## config.mk

```make
export PLATFORM = sky130hd
export DESIGN_NAME = area_info_responder
export DESIGN_NICKNAME = d
export VERILOG_FILES = /design/src/design/area_info_responder.v
export VERILOG_INCLUDE_DIRS = /design/src /design/src/design
export SDC_FILE = /design/constraint.sdc
export NUM_CORES = 1
export LEC_CHECK = 0
export BUFFER_PORTS_ARGS = -buffer_cell sky130_fd_sc_hd__clkbuf_2
export CORE_MARGIN = 1
export CORE_UTILIZATION = 54
export DETAILED_ROUTE_END_ITERATION = 8
export GPL_TIMING_DRIVEN = 0
export PLACE_DENSITY = 0.91
export SETUP_SLACK_MARGIN = 0.02
export SYNTH_ARGS = -nofsm -noshare
export SYNTH_HDL_FRONTEND = slang
export SYNTH_SLANG_ARGS = --single-unit
export TNS_END_PERCENT = 100
```

## constraint.sdc

```tcl
create_clock -name i_clk_sys -period 5.84 [get_ports i_clk_sys]
set_input_delay 0.292 -clock i_clk_sys [delete_from_list [all_inputs] [get_ports i_clk_sys]]
set_output_delay 0.292 -clock i_clk_sys [all_outputs]
set_load 0.005 [all_outputs]
```

## src/design/area_info_responder_consts.vh

```
`ifndef AREA_INFO_RESPONDER_CONSTS_VH
`define AREA_INFO_RESPONDER_CONSTS_VH

// Framing bytes.
`define COMMAND_START_BYTE 8'h01
`define REPLY_START_BYTE 8'h81
`define FRAME_END_BYTE 8'h03
`define LENGTH_HIGH_REPLY 8'h00

// Command and reply codes.
`define CMD_SIGNATURE 8'h3A
`define CMD_AREA_INFO 8'h3B
`define REPLY_SIG_ERR 8'hBA
`define REPLY_AREA_ERR 8'hBB

// Length fields.
`define LEN_SIG_CMD 16'h0001
`define LEN_AREA_CMD 16'h0002
`define LEN_MAX_CMD 16'h0101
`define LEN_SIG_REPLY 8'h2A
`define LEN_AREA_REPLY 8'h1A
`define LEN_ERR_REPLY 8'h0A

// Status codes of error replies.
`define STS_PACKET_ERR 8'hC1
`define STS_CHECKSUM_ERR 8'hC2
`define STS_PARAM_ERR 8'hC3

// Filler for status detail and failure address.
`define UNUSED_CODE_BYTE 8'hFF

// Frame layout: positions of fixed bytes and payload.
`define POS_LEN_HIGH 8'h01
`define POS_LEN_LOW 8'h02
`define POS_REPLY_CODE 8'h03
`define POS_PAYLOAD 8'h04
`define POS_SUM_OFFSET 8'h03
`define POS_END_OFFSET 8'h04
`define PAYLOAD_AREA_COUNT 8'h04
`define AREA_WORD_LAST 8'h17

`endif

```

## src/design/area_info_responder.v

```verilog
`timescale 1ns/1ps
`include "area_info_responder_consts.vh"

module area_info_responder (
  input wire i_clk_sys,             // System clock, 25 MHz
  input wire i_rst_b,               // Synchronous reset, active low
  input wire [7:0] i_rx_data,       // Received command byte
  input wire i_rx_valid,            // Received byte present
  output reg o_rx_ready,            // Block accepts a received byte
  output reg [7:0] o_tx_data,       // Reply byte to the link
  output reg o_tx_valid,            // Reply byte present
  input wire i_tx_ready,            // Link takes the reply byte
  input wire [7:0] i_area_count,    // Count of accessible areas
  output reg [7:0] o_area_sel,      // Area number whose descriptor is read
  input wire [3:0] i_area_class,    // Class of selected area
  input wire [3:0] i_area_index,    // Index of selected area within its class
  input wire [31:0] i_area_start,   // Start address of selected area
  input wire [31:0] i_area_end,     // End address of selected area
  input wire [31:0] i_erase_unit,   // Erase unit size, zero when unavailable
  input wire [31:0] i_write_unit,   // Write unit size, zero when unavailable
  input wire [31:0] i_read_unit,    // Read unit size, zero when unavailable
  input wire [31:0] i_crc_unit,     // CRC unit size, zero when unavailable
  output reg [7:0] o_reply_index,   // Frame position of the reply byte being built
  input wire [7:0] i_sig_byte       // Signature reply byte at o_reply_index
);

  localparam [2:0] ST_IDLE = 3'h0;
  localparam [2:0] ST_LNH = 3'h1;
  localparam [2:0] ST_LNL = 3'h2;
  localparam [2:0] ST_BODY = 3'h3;
  localparam [2:0] ST_SUM = 3'h4;
  localparam [2:0] ST_END = 3'h5;
  localparam [2:0] ST_SEND = 3'h6;

  localparam [1:0] RK_ERR = 2'h0;
  localparam [1:0] RK_SIG = 2'h1;
  localparam [1:0] RK_AREA = 2'h2;

  reg [2:0] state_reg;
  reg [2:0] state_next;
  reg [15:0] len_reg;
  reg [15:0] len_next;
  reg [15:0] cnt_reg;
  reg [15:0] cnt_next;
  reg [7:0] rx_sum_reg;
  reg [7:0] rx_sum_next;
  reg [7:0] cmd_reg;
  reg [7:0] cmd_next;
  reg [7:0] num_reg;
  reg [7:0] num_next;
  reg [1:0] kind_reg;
  reg [1:0] kind_next;
  reg [7:0] res_reg;
  reg [7:0] res_next;
  reg [7:0] sts_reg;
  reg [7:0] sts_next;
  reg [7:0] rlen_reg;
  reg [7:0] rlen_next;
  reg [7:0] idx_next;
  reg [7:0] tx_sum_reg;
  reg [7:0] tx_sum_next;
  reg [7:0] area_sel_next;

  // Two-entry reply buffer: head drives the link, skid absorbs one stalled byte.
  reg [7:0] skid_data_reg;
  reg skid_valid_reg;

  wire rx_take = i_rx_valid & o_rx_ready;
  wire buf_ready = ~skid_valid_reg;
  wire push = (state_reg == ST_SEND) & buf_ready;
  wire pop = o_tx_valid & i_tx_ready;
  wire [15:0] body_left = cnt_reg - 16'h0001;

  reg [7:0] frame_byte;
  reg [7:0] pay;
  reg [7:0] word_byte;
  wire [191:0] area_words = {i_area_start, i_area_end, i_erase_unit, i_write_unit, i_read_unit, i_crc_unit};

  // Reply byte at the current frame position.
  always @*
  begin
    pay = o_reply_index - `POS_PAYLOAD;
    word_byte = pay - 8'h01;
    frame_byte = `UNUSED_CODE_BYTE;
    if (o_reply_index == 8'h00)
      frame_byte = `REPLY_START_BYTE;
    else if (o_reply_index == `POS_LEN_HIGH)
      frame_byte = `LENGTH_HIGH_REPLY;
    else if (o_reply_index == `POS_LEN_LOW)
      frame_byte = rlen_reg;
    else if (o_reply_index == `POS_REPLY_CODE)
      frame_byte = res_reg;
    else if (o_reply_index == rlen_reg + `POS_SUM_OFFSET)
      frame_byte = 8'h00 - tx_sum_reg;
    else if (o_reply_index == rlen_reg + `POS_END_OFFSET)
      frame_byte = `FRAME_END_BYTE;
    else
    begin
      case (kind_reg)
        RK_ERR:
          if (pay == 8'h00)
            frame_byte = sts_reg;
        RK_AREA:
          if (pay == 8'h00)
            frame_byte = {i_area_class, i_area_index};
          else if (word_byte <= `AREA_WORD_LAST)
            frame_byte = area_words[191 - {word_byte, 3'h0} -: 8];
        RK_SIG:
          if (pay == `PAYLOAD_AREA_COUNT)
            frame_byte = i_area_count;
          else
            frame_byte = i_sig_byte;
        default:
          frame_byte = `UNUSED_CODE_BYTE;
      endcase
    end
  end

  // Decide the reply once the end byte position is reached.
  // The area count comes in as an argument so that a change of it wakes the calling process.
  task decide;
    input end_ok;
    input [7:0] area_count;
    begin
      rlen_next = `LEN_ERR_REPLY;
      kind_next = RK_ERR;
      res_next = (cmd_reg == `CMD_SIGNATURE) ? `REPLY_SIG_ERR : `REPLY_AREA_ERR;
      if (!end_ok)
        sts_next = `STS_PACKET_ERR;
      else if (rx_sum_reg != 8'h00)
        sts_next = `STS_CHECKSUM_ERR;
      else if (len_reg == 16'h0000 || len_reg > `LEN_MAX_CMD)
        sts_next = `STS_PACKET_ERR;
      else if ((cmd_reg == `CMD_SIGNATURE && len_reg != `LEN_SIG_CMD) ||
               (cmd_reg == `CMD_AREA_INFO && len_reg != `LEN_AREA_CMD))
        sts_next = `STS_PACKET_ERR;
      else if (cmd_reg == `CMD_AREA_INFO && num_reg >= area_count)
        sts_next = `STS_PARAM_ERR;
      else if (cmd_reg == `CMD_SIGNATURE)
      begin
        kind_next = RK_SIG;
        res_next = `CMD_SIGNATURE;
        rlen_next = `LEN_SIG_REPLY;
      end
      else
      begin
        kind_next = RK_AREA;
        res_next = `CMD_AREA_INFO;
        rlen_next = `LEN_AREA_REPLY;
        area_sel_next = num_reg;
      end
      // Commands other than these two belong to other handlers, so no reply here.
      if (cmd_reg == `CMD_SIGNATURE || cmd_reg == `CMD_AREA_INFO)
        state_next = ST_SEND;
      else
        state_next = ST_IDLE;
    end
  endtask

  always @*
  begin
    state_next = state_reg;
    len_next = len_reg;
    cnt_next = cnt_reg;
    rx_sum_next = rx_sum_reg;
    cmd_next = cmd_reg;
    num_next = num_reg;
    kind_next = kind_reg;
    res_next = res_reg;
    sts_next = sts_reg;
    rlen_next = rlen_reg;
    idx_next = o_reply_index;
    tx_sum_next = tx_sum_reg;
    area_sel_next = o_area_sel;
    case (state_reg)
      ST_IDLE:
        if (rx_take && i_rx_data == `COMMAND_START_BYTE)
        begin
          state_next = ST_LNH;
          rx_sum_next = 8'h00;
          cmd_next = 8'h00;
          num_next = 8'h00;
        end
      ST_LNH:
        if (rx_take)
        begin
          len_next = {i_rx_data, len_reg[7:0]};
          rx_sum_next = rx_sum_reg + i_rx_data;
          state_next = ST_LNL;
        end
      ST_LNL:
        if (rx_take)
        begin
          len_next = {len_reg[15:8], i_rx_data};
          cnt_next = {len_reg[15:8], i_rx_data};
          rx_sum_next = rx_sum_reg + i_rx_data;
          state_next = ({len_reg[15:8], i_rx_data} == 16'h0000) ? ST_SUM : ST_BODY;
        end
      ST_BODY:
        if (rx_take)
        begin
          // Any length is walked byte by byte so the end byte is found where the host put it.
          if (cnt_reg == len_reg)
            cmd_next = i_rx_data;
          else if (cnt_reg == len_reg - 16'h0001)
            num_next = i_rx_data;
          rx_sum_next = rx_sum_reg + i_rx_data;
          cnt_next = body_left;
          if (body_left == 16'h0000)
            state_next = ST_SUM;
        end
      ST_SUM:
        if (rx_take)
        begin
          rx_sum_next = rx_sum_reg + i_rx_data;
          state_next = ST_END;
        end
      ST_END:
        if (rx_take)
        begin
          decide(i_rx_data == `FRAME_END_BYTE, i_area_count);
          idx_next = 8'h00;
          tx_sum_next = 8'h00;
        end
      ST_SEND:
        if (push)
        begin
          if (o_reply_index >= `POS_LEN_HIGH && o_reply_index < rlen_reg + `POS_SUM_OFFSET)
            tx_sum_next = tx_sum_reg + frame_byte;
          idx_next = o_reply_index + 8'h01;
          if (o_reply_index == rlen_reg + `POS_END_OFFSET)
            state_next = ST_IDLE;
        end
      default:
        state_next = ST_IDLE;
    endcase
  end

  always @(posedge i_clk_sys)
  begin
    if (!i_rst_b)
    begin
      state_reg <= ST_IDLE;
      len_reg <= 16'h0000;
      cnt_reg <= 16'h0000;
      rx_sum_reg <= 8'h00;
      cmd_reg <= 8'h00;
      num_reg <= 8'h00;
      kind_reg <= RK_ERR;
      res_reg <= 8'h00;
      sts_reg <= 8'h00;
      rlen_reg <= 8'h00;
      tx_sum_reg <= 8'h00;
      o_reply_index <= 8'h00;
      o_area_sel <= 8'h00;
      o_rx_ready <= 1'b0;
    end
    else
    begin
      state_reg <= state_next;
      len_reg <= len_next;
      cnt_reg <= cnt_next;
      rx_sum_reg <= rx_sum_next;
      cmd_reg <= cmd_next;
      num_reg <= num_next;
      kind_reg <= kind_next;
      res_reg <= res_next;
      sts_reg <= sts_next;
      rlen_reg <= rlen_next;
      tx_sum_reg <= tx_sum_next;
      o_reply_index <= idx_next;
      o_area_sel <= area_sel_next;
      // Reception pauses until the reply end byte enters the buffer; the host waits for replies anyway.
      o_rx_ready <= (state_next != ST_SEND);
    end
  end

  always @(posedge i_clk_sys)
  begin
    if (!i_rst_b)
    begin
      o_tx_data <= 8'h00;
      o_tx_valid <= 1'b0;
      skid_data_reg <= 8'h00;
      skid_valid_reg <= 1'b0;
    end
    else if (!o_tx_valid || pop)
    begin
      if (skid_valid_reg)
      begin
        o_tx_data <= skid_data_reg;
        o_tx_valid <= 1'b1;
        skid_valid_reg <= 1'b0;
      end
      else
      begin
        o_tx_data <= frame_byte;
        o_tx_valid <= push;
      end
    end
    else if (push)
    begin
      skid_data_reg <= frame_byte;
      skid_valid_reg <= 1'b1;
    end
  end

endmodule // area_info_responder

```

==> impl_metrics.toml, run 1 <==
[setup_path]
cp_max_fo = 11
r2r.worst_path.cells = 25
endpoint_kind = "register"
worst-endpoint-arrival_ps = 5770
cp.required_ps = 6150
worstSetupPathType = "register to register"
critPathLaunchType = "register"

[timing]
min_period_ps = 5460
tightest_slew_ps = 867
skew_ps = 14.3
relSlewSlack_pct = 40.7
fmax_ghz = 0.183
finalMaxSlewViolations = 0
finalSetupViolations = 0
setup_ws_ps = 382
hold_viol = 0
period_share_pct = 93.5

[detailed_routing]
routed_wl_mm = 35.2
dr.pass1.iters = 6
ant_nets = 0
wl_per_cell_um = 21.6
via_per_inst = 6.40
vias = 10400
drt_iter0_markers = 1043
drc = 0

[cells_and_area]
fin_util_pct = 67.3
multiInputGateArea_um2 = 6780
seqCellArea_um2 = 2210
nets = 1675
syn2layout_area_growth_pct = 20.2
fin_cells = 1628
nFillCells = 1417
drive_above_1_share_pct = 26.0
postLayoutCellArea_um2 = 11300

[synthesis]
synthAdderAreaFrac_pct = 6.14
synth_seq_cells = 110
async_flop_share_pct = 0
syn-num-nets = 1411
synth_common_cells = "135 x nand2_1, 110 x dfxtp_1, 71 x nor2_1"
synth_simple_gate_area_share_pct = 23.8
synth_xor_area_share_pct = 5.86
yosysMostFrequentCell = "nand2_1"
syn_inst = 1138
yosysSeqAreaShare_pct = 23.4
yosysTopAreaCellShare_pct = 23.4
synth_area_leaders = "dfxtp_1 23%, mux4_2 12%, ha_1 5.7%, nand2_1 5.4%, xnor2_1 3.6%"
synth_edf_count = 0
yosys.area.top_type = "dfxtp_1"
synth_cell_types = 77
yosys_warnings = 0
synth.area.mux_share_pct = 16.1
ys_dominant_reg_cell = "dfxtp_1"
synth-compound-area-share_pct = 19.8
syn_area_um2 = 9410
synth_top_family_by_area = "simple AND/OR/NAND/NOR gates"
avgSynthCellArea_um2 = 8.27

[cts]
cts_buffers = 9
cts_tree = "yes"
cts_buffer_depth = 2
clkSinkCount = 110
hold_buffers = 0
clk_pin_slew_ps = 80
cts_max_level = 3
clock_latency_ps = 370
cts_root_buf = "clkbuf_16"

[global_route]
grt_start_max_net_pins = 22
gr-usage-all-layers_pct = 39.7
grt_overflow_total = 0
antenna_found_initial = 3
grt_first_pass_wirelength_mm = 54.7
grt_pass1_vias = 10100

[floorplanning]
chipWidth_um = 134
die_y_um = 134
die_area_um2 = 18000
ioPinCount = 254
initial_utilization_pct = 56.0
std_cell_rows = 47
core_area_um2 = 16800

[power_and_ir_drop]
swShare_pct = 26.6
finalPower_w = 0.00157
leakage_nw = 4.92
powerDensity_nw_per_um2 = 138
p_sw_w = 0.000416
vdd_ir_drop_max_v = 0.000129
power_frac_seq_pct = 47.9
p_comb_share_pct = 11.9
p_clk_share_pct = 40.2
p_int_w = 0.00115

[place]
postPlaceCellArea_um2 = 11000
finalWeightedCongestion = 1.09
pre_cts_slack_ps = -727
dpl.hpwl_mm = 27.9
portBuffers = 252
placedCellCount = 1610

[run]
maxCapViolCount = 0

[status]
status = "completed"

[hold_path]
holdPathStages = 3
min_path_type = "input pin to register"
power groups by stage:
| stage | clock network [W] | registers, W | logic, W |
|---|---|---|---|
| global placement | 0 | 0.000769 | 0.000172 |
| detailed placement | 0 | 0.000769 | 0.000175 |
| finish | 0.000630 | 0.000751 | 0.000186 |
| global route | 0.000662 | 0.000751 | 0.000194 |
| floorplan | 0 | 0.000769 | 0.0000605 |
| CTS | 0.000633 | 0.000751 | 0.000177 |
area by class of cell:
class	instances	area share (%)
Tap cell	220	2.43
Sequential cell	110	19.5
Clock buffer	9	1.99
Inverter	40	1.35
Clock inverter	7	0.674
Timing Repair Buffer	253	11.2
Antenna cell	1	0.0221
Buffer	74	2.92
Multi-Input combinational cell	914	59.9
per-stage QoR:
step | hold WS (ps) | TNS, ps
after floorplan | 435 | 0
after global placement | 443 | -1460
after detailed placement | 448 | -2170
after CTS | 291 | 0
after global routing | 319 | -51.3
final | 313 | 0
kinds of logic after synthesis:
kind of cell,after synthesis
AND/OR/NAND/NOR,443
AO/OA/AOI/OAI,280
buffers and inverters,114
flip-flops,110
multiplexers,86
XOR/XNOR,60
adder cells (fa/ha/maj),45
critical path, stage by stage, from the launching register on:
cell      delay (ps)
dfxtp_4          460
buf_6            200
buf_4            260
inv_4            120
ha_2             420
buf_2            270
clkbuf_4         280
clkbuf_4         260
mux4_2           340
nand2_1           80
nand3_1           90
a32oi_1          280
o31ai_1          130
a21oi_1          240
or2_2            180
inv_1             50
ha_1             210
a21o_1           170
a21o_1           190
a21o_1           170
a21oi_1          220
o21a_1           220
nand2_1           90
nor3b_1          260
mux2i_1          100
nand4_1           90
repair_timing:
action,CTS,global route
endpoints found under the setup margin,5,4
setup buffers,0,1
resized for setup,5,14
pin swaps,0,1
routing by layer:
layer | track usage [%] | wire, um
met1 | 47.1 | 12800
met2 | 62.6 | 15800
met3 | 13.1 | 4460
met4 | 23.6 | 2210
met5 | 0 | 30
final timing paths:
| path | start | to | slack [ps] |
|---|---|---|---|
| max reg2reg | o_reply_index[0]$_SDFFE_PN0P_ | tx_sum_reg[7]$_SDFFE_PN0P_ | 380 |
| min reg2reg | skid_data_reg[3]$_SDFFE_PN0P_ | skid_data_reg[3]$_SDFFE_PN0P_ | 460 |
| max | o_reply_index[0]$_SDFFE_PN0P_ | tx_sum_reg[7]$_SDFFE_PN0P_ | 380 |
| min | i_rx_data[7] | len_reg[7]$_SDFFE_PN0P_ | 310 |
cells in the final DEF (no fill, tap or decap), types with 38 or more instances in the layout:
master and n:
nand2_1 135, ha_1 42, nor2_1 71, dfxtp_1 109, xnor2_1 39, clkbuf_2 254, o21ai_0 57, nor2b_1 43
inv_1 38, clkbuf_1 54, mux4_2 52, a21oi_1 66, nand3_1 41
Note: power is estimated with default switching activity, not from simulation.
==> run 2, diff against run 1 <==
Settings changed: ABC_AREA set to 1.
==> run 2 against run 1 <==
Compared with the run above:
- clock skew shrank 3.7 ps
- hold slack got worse by 15 ps
- power rose by 5.8%
- final cell count is 23% higher
- die area increased by 0.26%
- non-clock buffer count down 11
- critical endpoint unchanged
- largest cell class unchanged
==> impl_metrics.toml, run 2 <==
[setup_path]
crit_top_cell = "nand2_1"
slowest_stage = "ha_2"
cp_num_buf_inv = 9
critPathTopFamily = "simple AND/OR/NAND/NOR gates"
worst-endpoint-arrival_ps = 5880
cp_max_fo = 12
endpoint_kind = "register"
critPathLaunchType = "register"
cpPeakStageDelay_ps = 500
worstSetupPathType = "register to register"
cp.required_ps = 6130

[timing]
whs_ps = 298
fmax_ghz = 0.179
tns_ps = 0
finalMaxSlewViolations = 0
tightest_slew_ps = 794
grt_setup_unrepaired = "false"
finalSetupViolations = 0
hold_viol = 0
period_share_pct = 95.7
relSlewSlack_pct = 47.1
skew_ps = 10.6
min_period_ps = 5590

[global_route]
grt_start_max_net_pins = 21
grt_pass1_vias = 10900
gr-usage-all-layers_pct = 38.8
grt_first_pass_wirelength_mm = 54.9
antenna_found_initial = 0
grt_overflow_total = 0

[cells_and_area]
layout_common_cells = "303 x nor2_1, 254 x clkbuf_2, 216 x nand2_1, 172 x o21ai_0, 153 x inv_1"
layout_commonest_cell = "nor2_1"
insertedDiodeCount = 0
postLayoutCellArea_um2 = 11300
fin_cells = 2007
syn2layout_area_growth_pct = 19.4
nets = 2055
drive_above_1_share_pct = 20.4
nFillCells = 1557

[floorplanning]
core_area_um2 = 16800
die_area_um2 = 18000
die_y_um = 134
initial_utilization_pct = 56.1
ioPinCount = 254
chipWidth_um = 134
std_cell_rows = 47

[place]
portBuffers = 253
placedCellCount = 1993
dpl.hpwl_mm = 28.5
postPlaceCellArea_um2 = 11000
finalWeightedCongestion = 1.01

[synthesis]
synth_edf_count = 0
syn-num-nets = 1793
synth_common_cells = "303 x nor2_1, 216 x nand2_1, 172 x o21ai_0"
yosysSeqAreaShare_pct = 23.3
synth_seq_cells = 110
synth_area_leaders = "dfxtp_1 23%, nor2_1 12%, o21ai_0 9.1%, nand2_1 8.6%, inv_1 6.1%"
async_flop_share_pct = 0
yosys.area.top_type = "dfxtp_1"
avgSynthCellArea_um2 = 6.21
ys_dominant_reg_cell = "dfxtp_1"
syn_area_um2 = 9440
yosys_warnings = 0
yosysMostFrequentCell = "nor2_1"
syn_inst = 1520
synth_cell_types = 60
yosysTopAreaCellShare_pct = 23.3

[power_and_ir_drop]
vdd_ir_drop_max_v = 0.000194
powerDensity_nw_per_um2 = 147
finalPower_w = 0.00166
leakage_nw = 5.49

[run]
maxCapViolCount = 0

[cts]
postCtsSetupBuffers = 0
clock_latency_ps = 360
cts_buffer_depth = 2
cts_tree = "yes"
clk_pin_slew_ps = 80
cts_max_level = 3
hold_buffers = 0
cts_root_buf = "clkbuf_16"
cts_buffers = 9
clkSinkCount = 110

[detailed_routing]
vias = 11800
ant_nets = 0
dr.pass1.iters = 6
wl_per_cell_um = 17.5
via_per_inst = 5.88
drt_iter0_markers = 1272
drc = 0
routed_wl_mm = 35.1

[status]
status = "completed"

[hold_path]
min_path_type = "input pin to register"
[run 2: changes by cell type in the layout (fill, tap and decap cells not counted), sizes merged, moves of 26 or more]
cell and change:
a21boi -32, nor2b -43, o21ai +129, xnor2 -26
inv +131, mux4 -52, nand2 +96, a21oi +28
nor2 +240, mux2i -32, nand3 +44
[run 2: layer usage]
layer	part of all wire, %	up-vias	routed length [um]	GRT usage (%)
met2	44	691	15600	62.5
met1	41	5399	14600	50.7
met5	0	-	0	0
met3	11	113	3800	8.20
li1	-	5605	-	-
met4	3.3	0	1170	14.3
[run 2: cell families (layout without fill, tap and decap cells)]
| family | after synthesis | count (layout) | share of synthesized area [%] |
|---|---|---|---|
| fa+ha+maj | 45 | 45 | 6.12 |
| flops | 110 | 110 | 23.3 |
| compound gates | 382 | 382 | 23.7 |
| xor+xnor | 46 | 46 | 4.43 |
| simple gates | 700 | 700 | 32.4 |
| buf+inv | 237 | 504 | 9.95 |
[run 2: timing repair]
item,CTS,global route
gates cloned,0,0
endpoints found under the setup margin,1,1
pin swaps,0,0
resized for setup,1,5
[run 2: final timing paths]
kind	start	cells past startpoint	endpoint	slack (ps)
hold reg to reg	o_tx_data[4]$_SDFFE_PN0P_	2	o_tx_data[4]$_SDFFE_PN0P_	460
setup / recovery	o_reply_index[0]$_SDFFE_PN0P_	35	tx_sum_reg[7]$_SDFFE_PN0P_	250
setup reg to reg	o_reply_index[0]$_SDFFE_PN0P_	35	tx_sum_reg[7]$_SDFFE_PN0P_	250
hold / removal	i_tx_ready	4	o_tx_valid$_SDFFE_PN0P_	300
[run 2: power by group]
part	internal [W]	total, W	switching [W]
clock	0.000301	0.000618	0.000317
sequential	0.000761	0.000771	0.0000105
combinational	0.000113	0.000268	0.000155
total	0.00117	0.00166	0.000483
[run 2: tightest hold or removal path, stage by stage]
cell and delay (ps):
clkbuf_2 70, nor2_1 50, inv_1 80, a31oi_1 90
[run 2: cell type report]
| class | instances | area (um^2) | area share (%) |
|---|---|---|---|
| Buffer | 63 | 290 | 2.57 |
| Clock buffer | 9 | 225 | 2.00 |
| Clock inverter | 7 | 62.6 | 0.555 |
| Inverter | 172 | 647 | 5.74 |
| Multi-Input combinational cell | 1173 | 6300 | 55.9 |
| Sequential cell | 110 | 2200 | 19.5 |
| Tap cell | 220 | 275 | 2.44 |
| Timing Repair Buffer | 253 | 1270 | 11.2 |
[run 2: through the flow]
| stage | utilization (%) | worst slack (ps) |
|---|---|---|
| 6_report | 67.0 | 250 |
| 5_1_grt | 67.0 | 63.2 |
| 4_1_cts | 67.0 | 187 |
| 3_5_place_dp | 65.3 | -180 |
| 3_3_place_gp | 65.3 | -3.12 |
| 2_1_floorplan | - | 1230 |
==> run 3, diff against run 2 <==
Settings changed: ABC_AREA 1 to unset, RECOVER_POWER set to 100.
==> run 3 against run 2 <==
Compared with the run above:
- sequential share of layout area is essentially flat
- hold slack better by 7.0 ps
- sequential power down 3%
- first-iteration DRC count fell by 14%
- count of clock-buffer cells in the layout unchanged
- combinational power decreased by 30%
- utilization grew 0.052 points
- fmax rose by 1.9%
- clock skew is 4.9 ps higher
- critical path type unchanged
- setup slack better by 110 ps
- register-to-register slack gained 110 ps
==> impl_metrics.toml, run 3 (synthesized netlist as in run 1, its figures left out) <==
[status]
status = "completed"

[timing]
whs_ps = 305
setup_ws_ps = 356
hold_viol = 0
fmax_ghz = 0.182
period_share_pct = 93.9
skew_ps = 15.5
finalMaxSlewViolations = 0
relSlewSlack_pct = 2.99
min_period_ps = 5480
tightest_slew_ps = 1450
finalSetupViolations = 0

[hold_path]
worstHoldStart = "i_rx_data[5]"
min_path_type = "input pin to register"
holdPathStages = 3
min_to = "len_reg[5]$_SDFFE_PN0P_"

[place]
dpl.hpwl_mm = 27.9
pre_cts_slack_ps = -727
portBuffers = 252
finalWeightedCongestion = 1.09
postPlaceCellArea_um2 = 11000

[detailed_routing]
drc = 0
ant_nets = 0
vias = 10500
drt_iter0_markers = 1089
dr.pass1.iters = 7
wl_per_cell_um = 21.7
via_per_inst = 6.43
routed_wl_mm = 35.4

[power_and_ir_drop]
vdd_ir_drop_max_v = 0.000131
leakage_nw = 4.83
powerDensity_nw_per_um2 = 139

[cells_and_area]
fin_util_pct = 67.1
layout_common_cells = "237 x clkbuf_2, 135 x nand2_1, 109 x dfxtp_1, 74 x clkbuf_1, 71 x nor2_1"
postLayoutCellArea_um2 = 11300
drive_above_1_share_pct = 24.4
syn2layout_area_growth_pct = 19.8
nets = 1675
layout_commonest_cell = "clkbuf_2"
nFillCells = 1434

[global_route]
antenna_found_initial = 3
grt_start_max_net_pins = 22
grt_pass1_vias = 10100
grt_overflow_total = 0
grt_first_pass_wirelength_mm = 54.7
gr-usage-all-layers_pct = 39.7

[floorplanning]
chipWidth_um = 134
ioPinCount = 254
std_cell_rows = 47
core_area_um2 = 16800
die_y_um = 134
initial_utilization_pct = 56.0
die_area_um2 = 18000

[cts]
hold_buffers = 0
cts_buffers = 9
clkSinkCount = 110
cts_tree = "yes"
cts_max_level = 3
clock_latency_ps = 370
cts_root_buf = "clkbuf_16"
cts_buffer_depth = 2
clk_pin_slew_ps = 80

[setup_path]
cp.required_ps = 6150
cp_max_fo = 11
worstReg2RegEnd = "tx_sum_reg[7]$_SDFFE_PN0P_"
cpPeakStageDelay_ps = 460
startpoint = "o_reply_index[0]$_SDFFE_PN0P_"
endpoint_kind = "register"
slowest_stage = "dfxtp_4"
worst-endpoint-arrival_ps = 5800
worstSetupPathType = "register to register"
critPathLaunchType = "register"
ff2ff_setup_slack_ps = 360
worstReg2RegStart = "o_reply_index[0]$_SDFFE_PN0P_"
crit_top_cell = "a21o_1"
r2r.worst_path.cells = 25

[run]
maxCapViolCount = 0
[run 3: area by class of cell]
type | count | area (um^2) | share of cell area (%)
flip-flops and latches | 110 | 2210 | 19.6
multi-input cells | 914 | 6770 | 60.0
plain buffers | 74 | 328 | 2.91
repair buffers | 253 | 1250 | 11.1
well taps | 220 | 275 | 2.44
diodes | 2 | 5.00 | 0.0444
clock inverters | 7 | 76.3 | 0.676
clock buffers | 9 | 225 | 2.00
inverters | 40 | 153 | 1.35
[run 3: repair_timing]
item	4_1_cts	5_1_grt
resized for setup	5	14
endpoints found under the setup margin	5	4
setup buffers	0	1
pin swaps	0	1
[run 3: critical path, delay by kind of cell (launching register included)]
kind	cells	cell delay (ps)
buffers and inverters	7	1460
multiplexers	2	450
AO/OA/AOI/OAI	8	1620
adder cells (fa/ha/maj)	2	630
AND/OR/NAND/NOR	6	800
flip-flops	1	460
[run 3: where the power goes]
part / leakage [nW] / switching, W / internal, W
Combinational: 3.80 / 0.0000908 / 0.0000962
Clock: 0.147 / 0.000326 / 0.000305
Sequential: 0.887 / 0.000000785 / 0.000750
Total: 4.83 / 0.000418 / 0.00115
[run 3: layer usage]
layer,vias up,part of all wire (%),GRT usage [%]
met2,721,45,62.6
li1,4712,-,-
met1,4879,36,47.1
met4,4,5.8,23.6
met5,-,0.073,0
met3,163,13,13.1
[run 3: per-stage QoR]
step                      total power (W)  instances  setup TNS (ps)
after global routing              0.00161       1628           -51.3
final                             0.00157       1629               0
after detailed placement         0.000944       1610           -2170
after CTS                         0.00156       1626               0
after floorplan                  0.000829       1138               0
after global placement           0.000941       1610           -1460
[run 3: worst max path at each step]
stage	endpoint	slack [ps]	depth (start not counted)
2_1_floorplan	tx_sum_reg[7]$_SDFFE_PN0P_	790	24
3_3_place_gp	tx_sum_reg[7]$_SDFFE_PN0P_	-560	24
3_5_place_dp	tx_sum_reg[7]$_SDFFE_PN0P_	-730	24
4_1_cts	tx_sum_reg[7]$_SDFFE_PN0P_	60	24
5_1_grt	tx_sum_reg[7]$_SDFFE_PN0P_	-50	25
6_report	tx_sum_reg[7]$_SDFFE_PN0P_	360	25
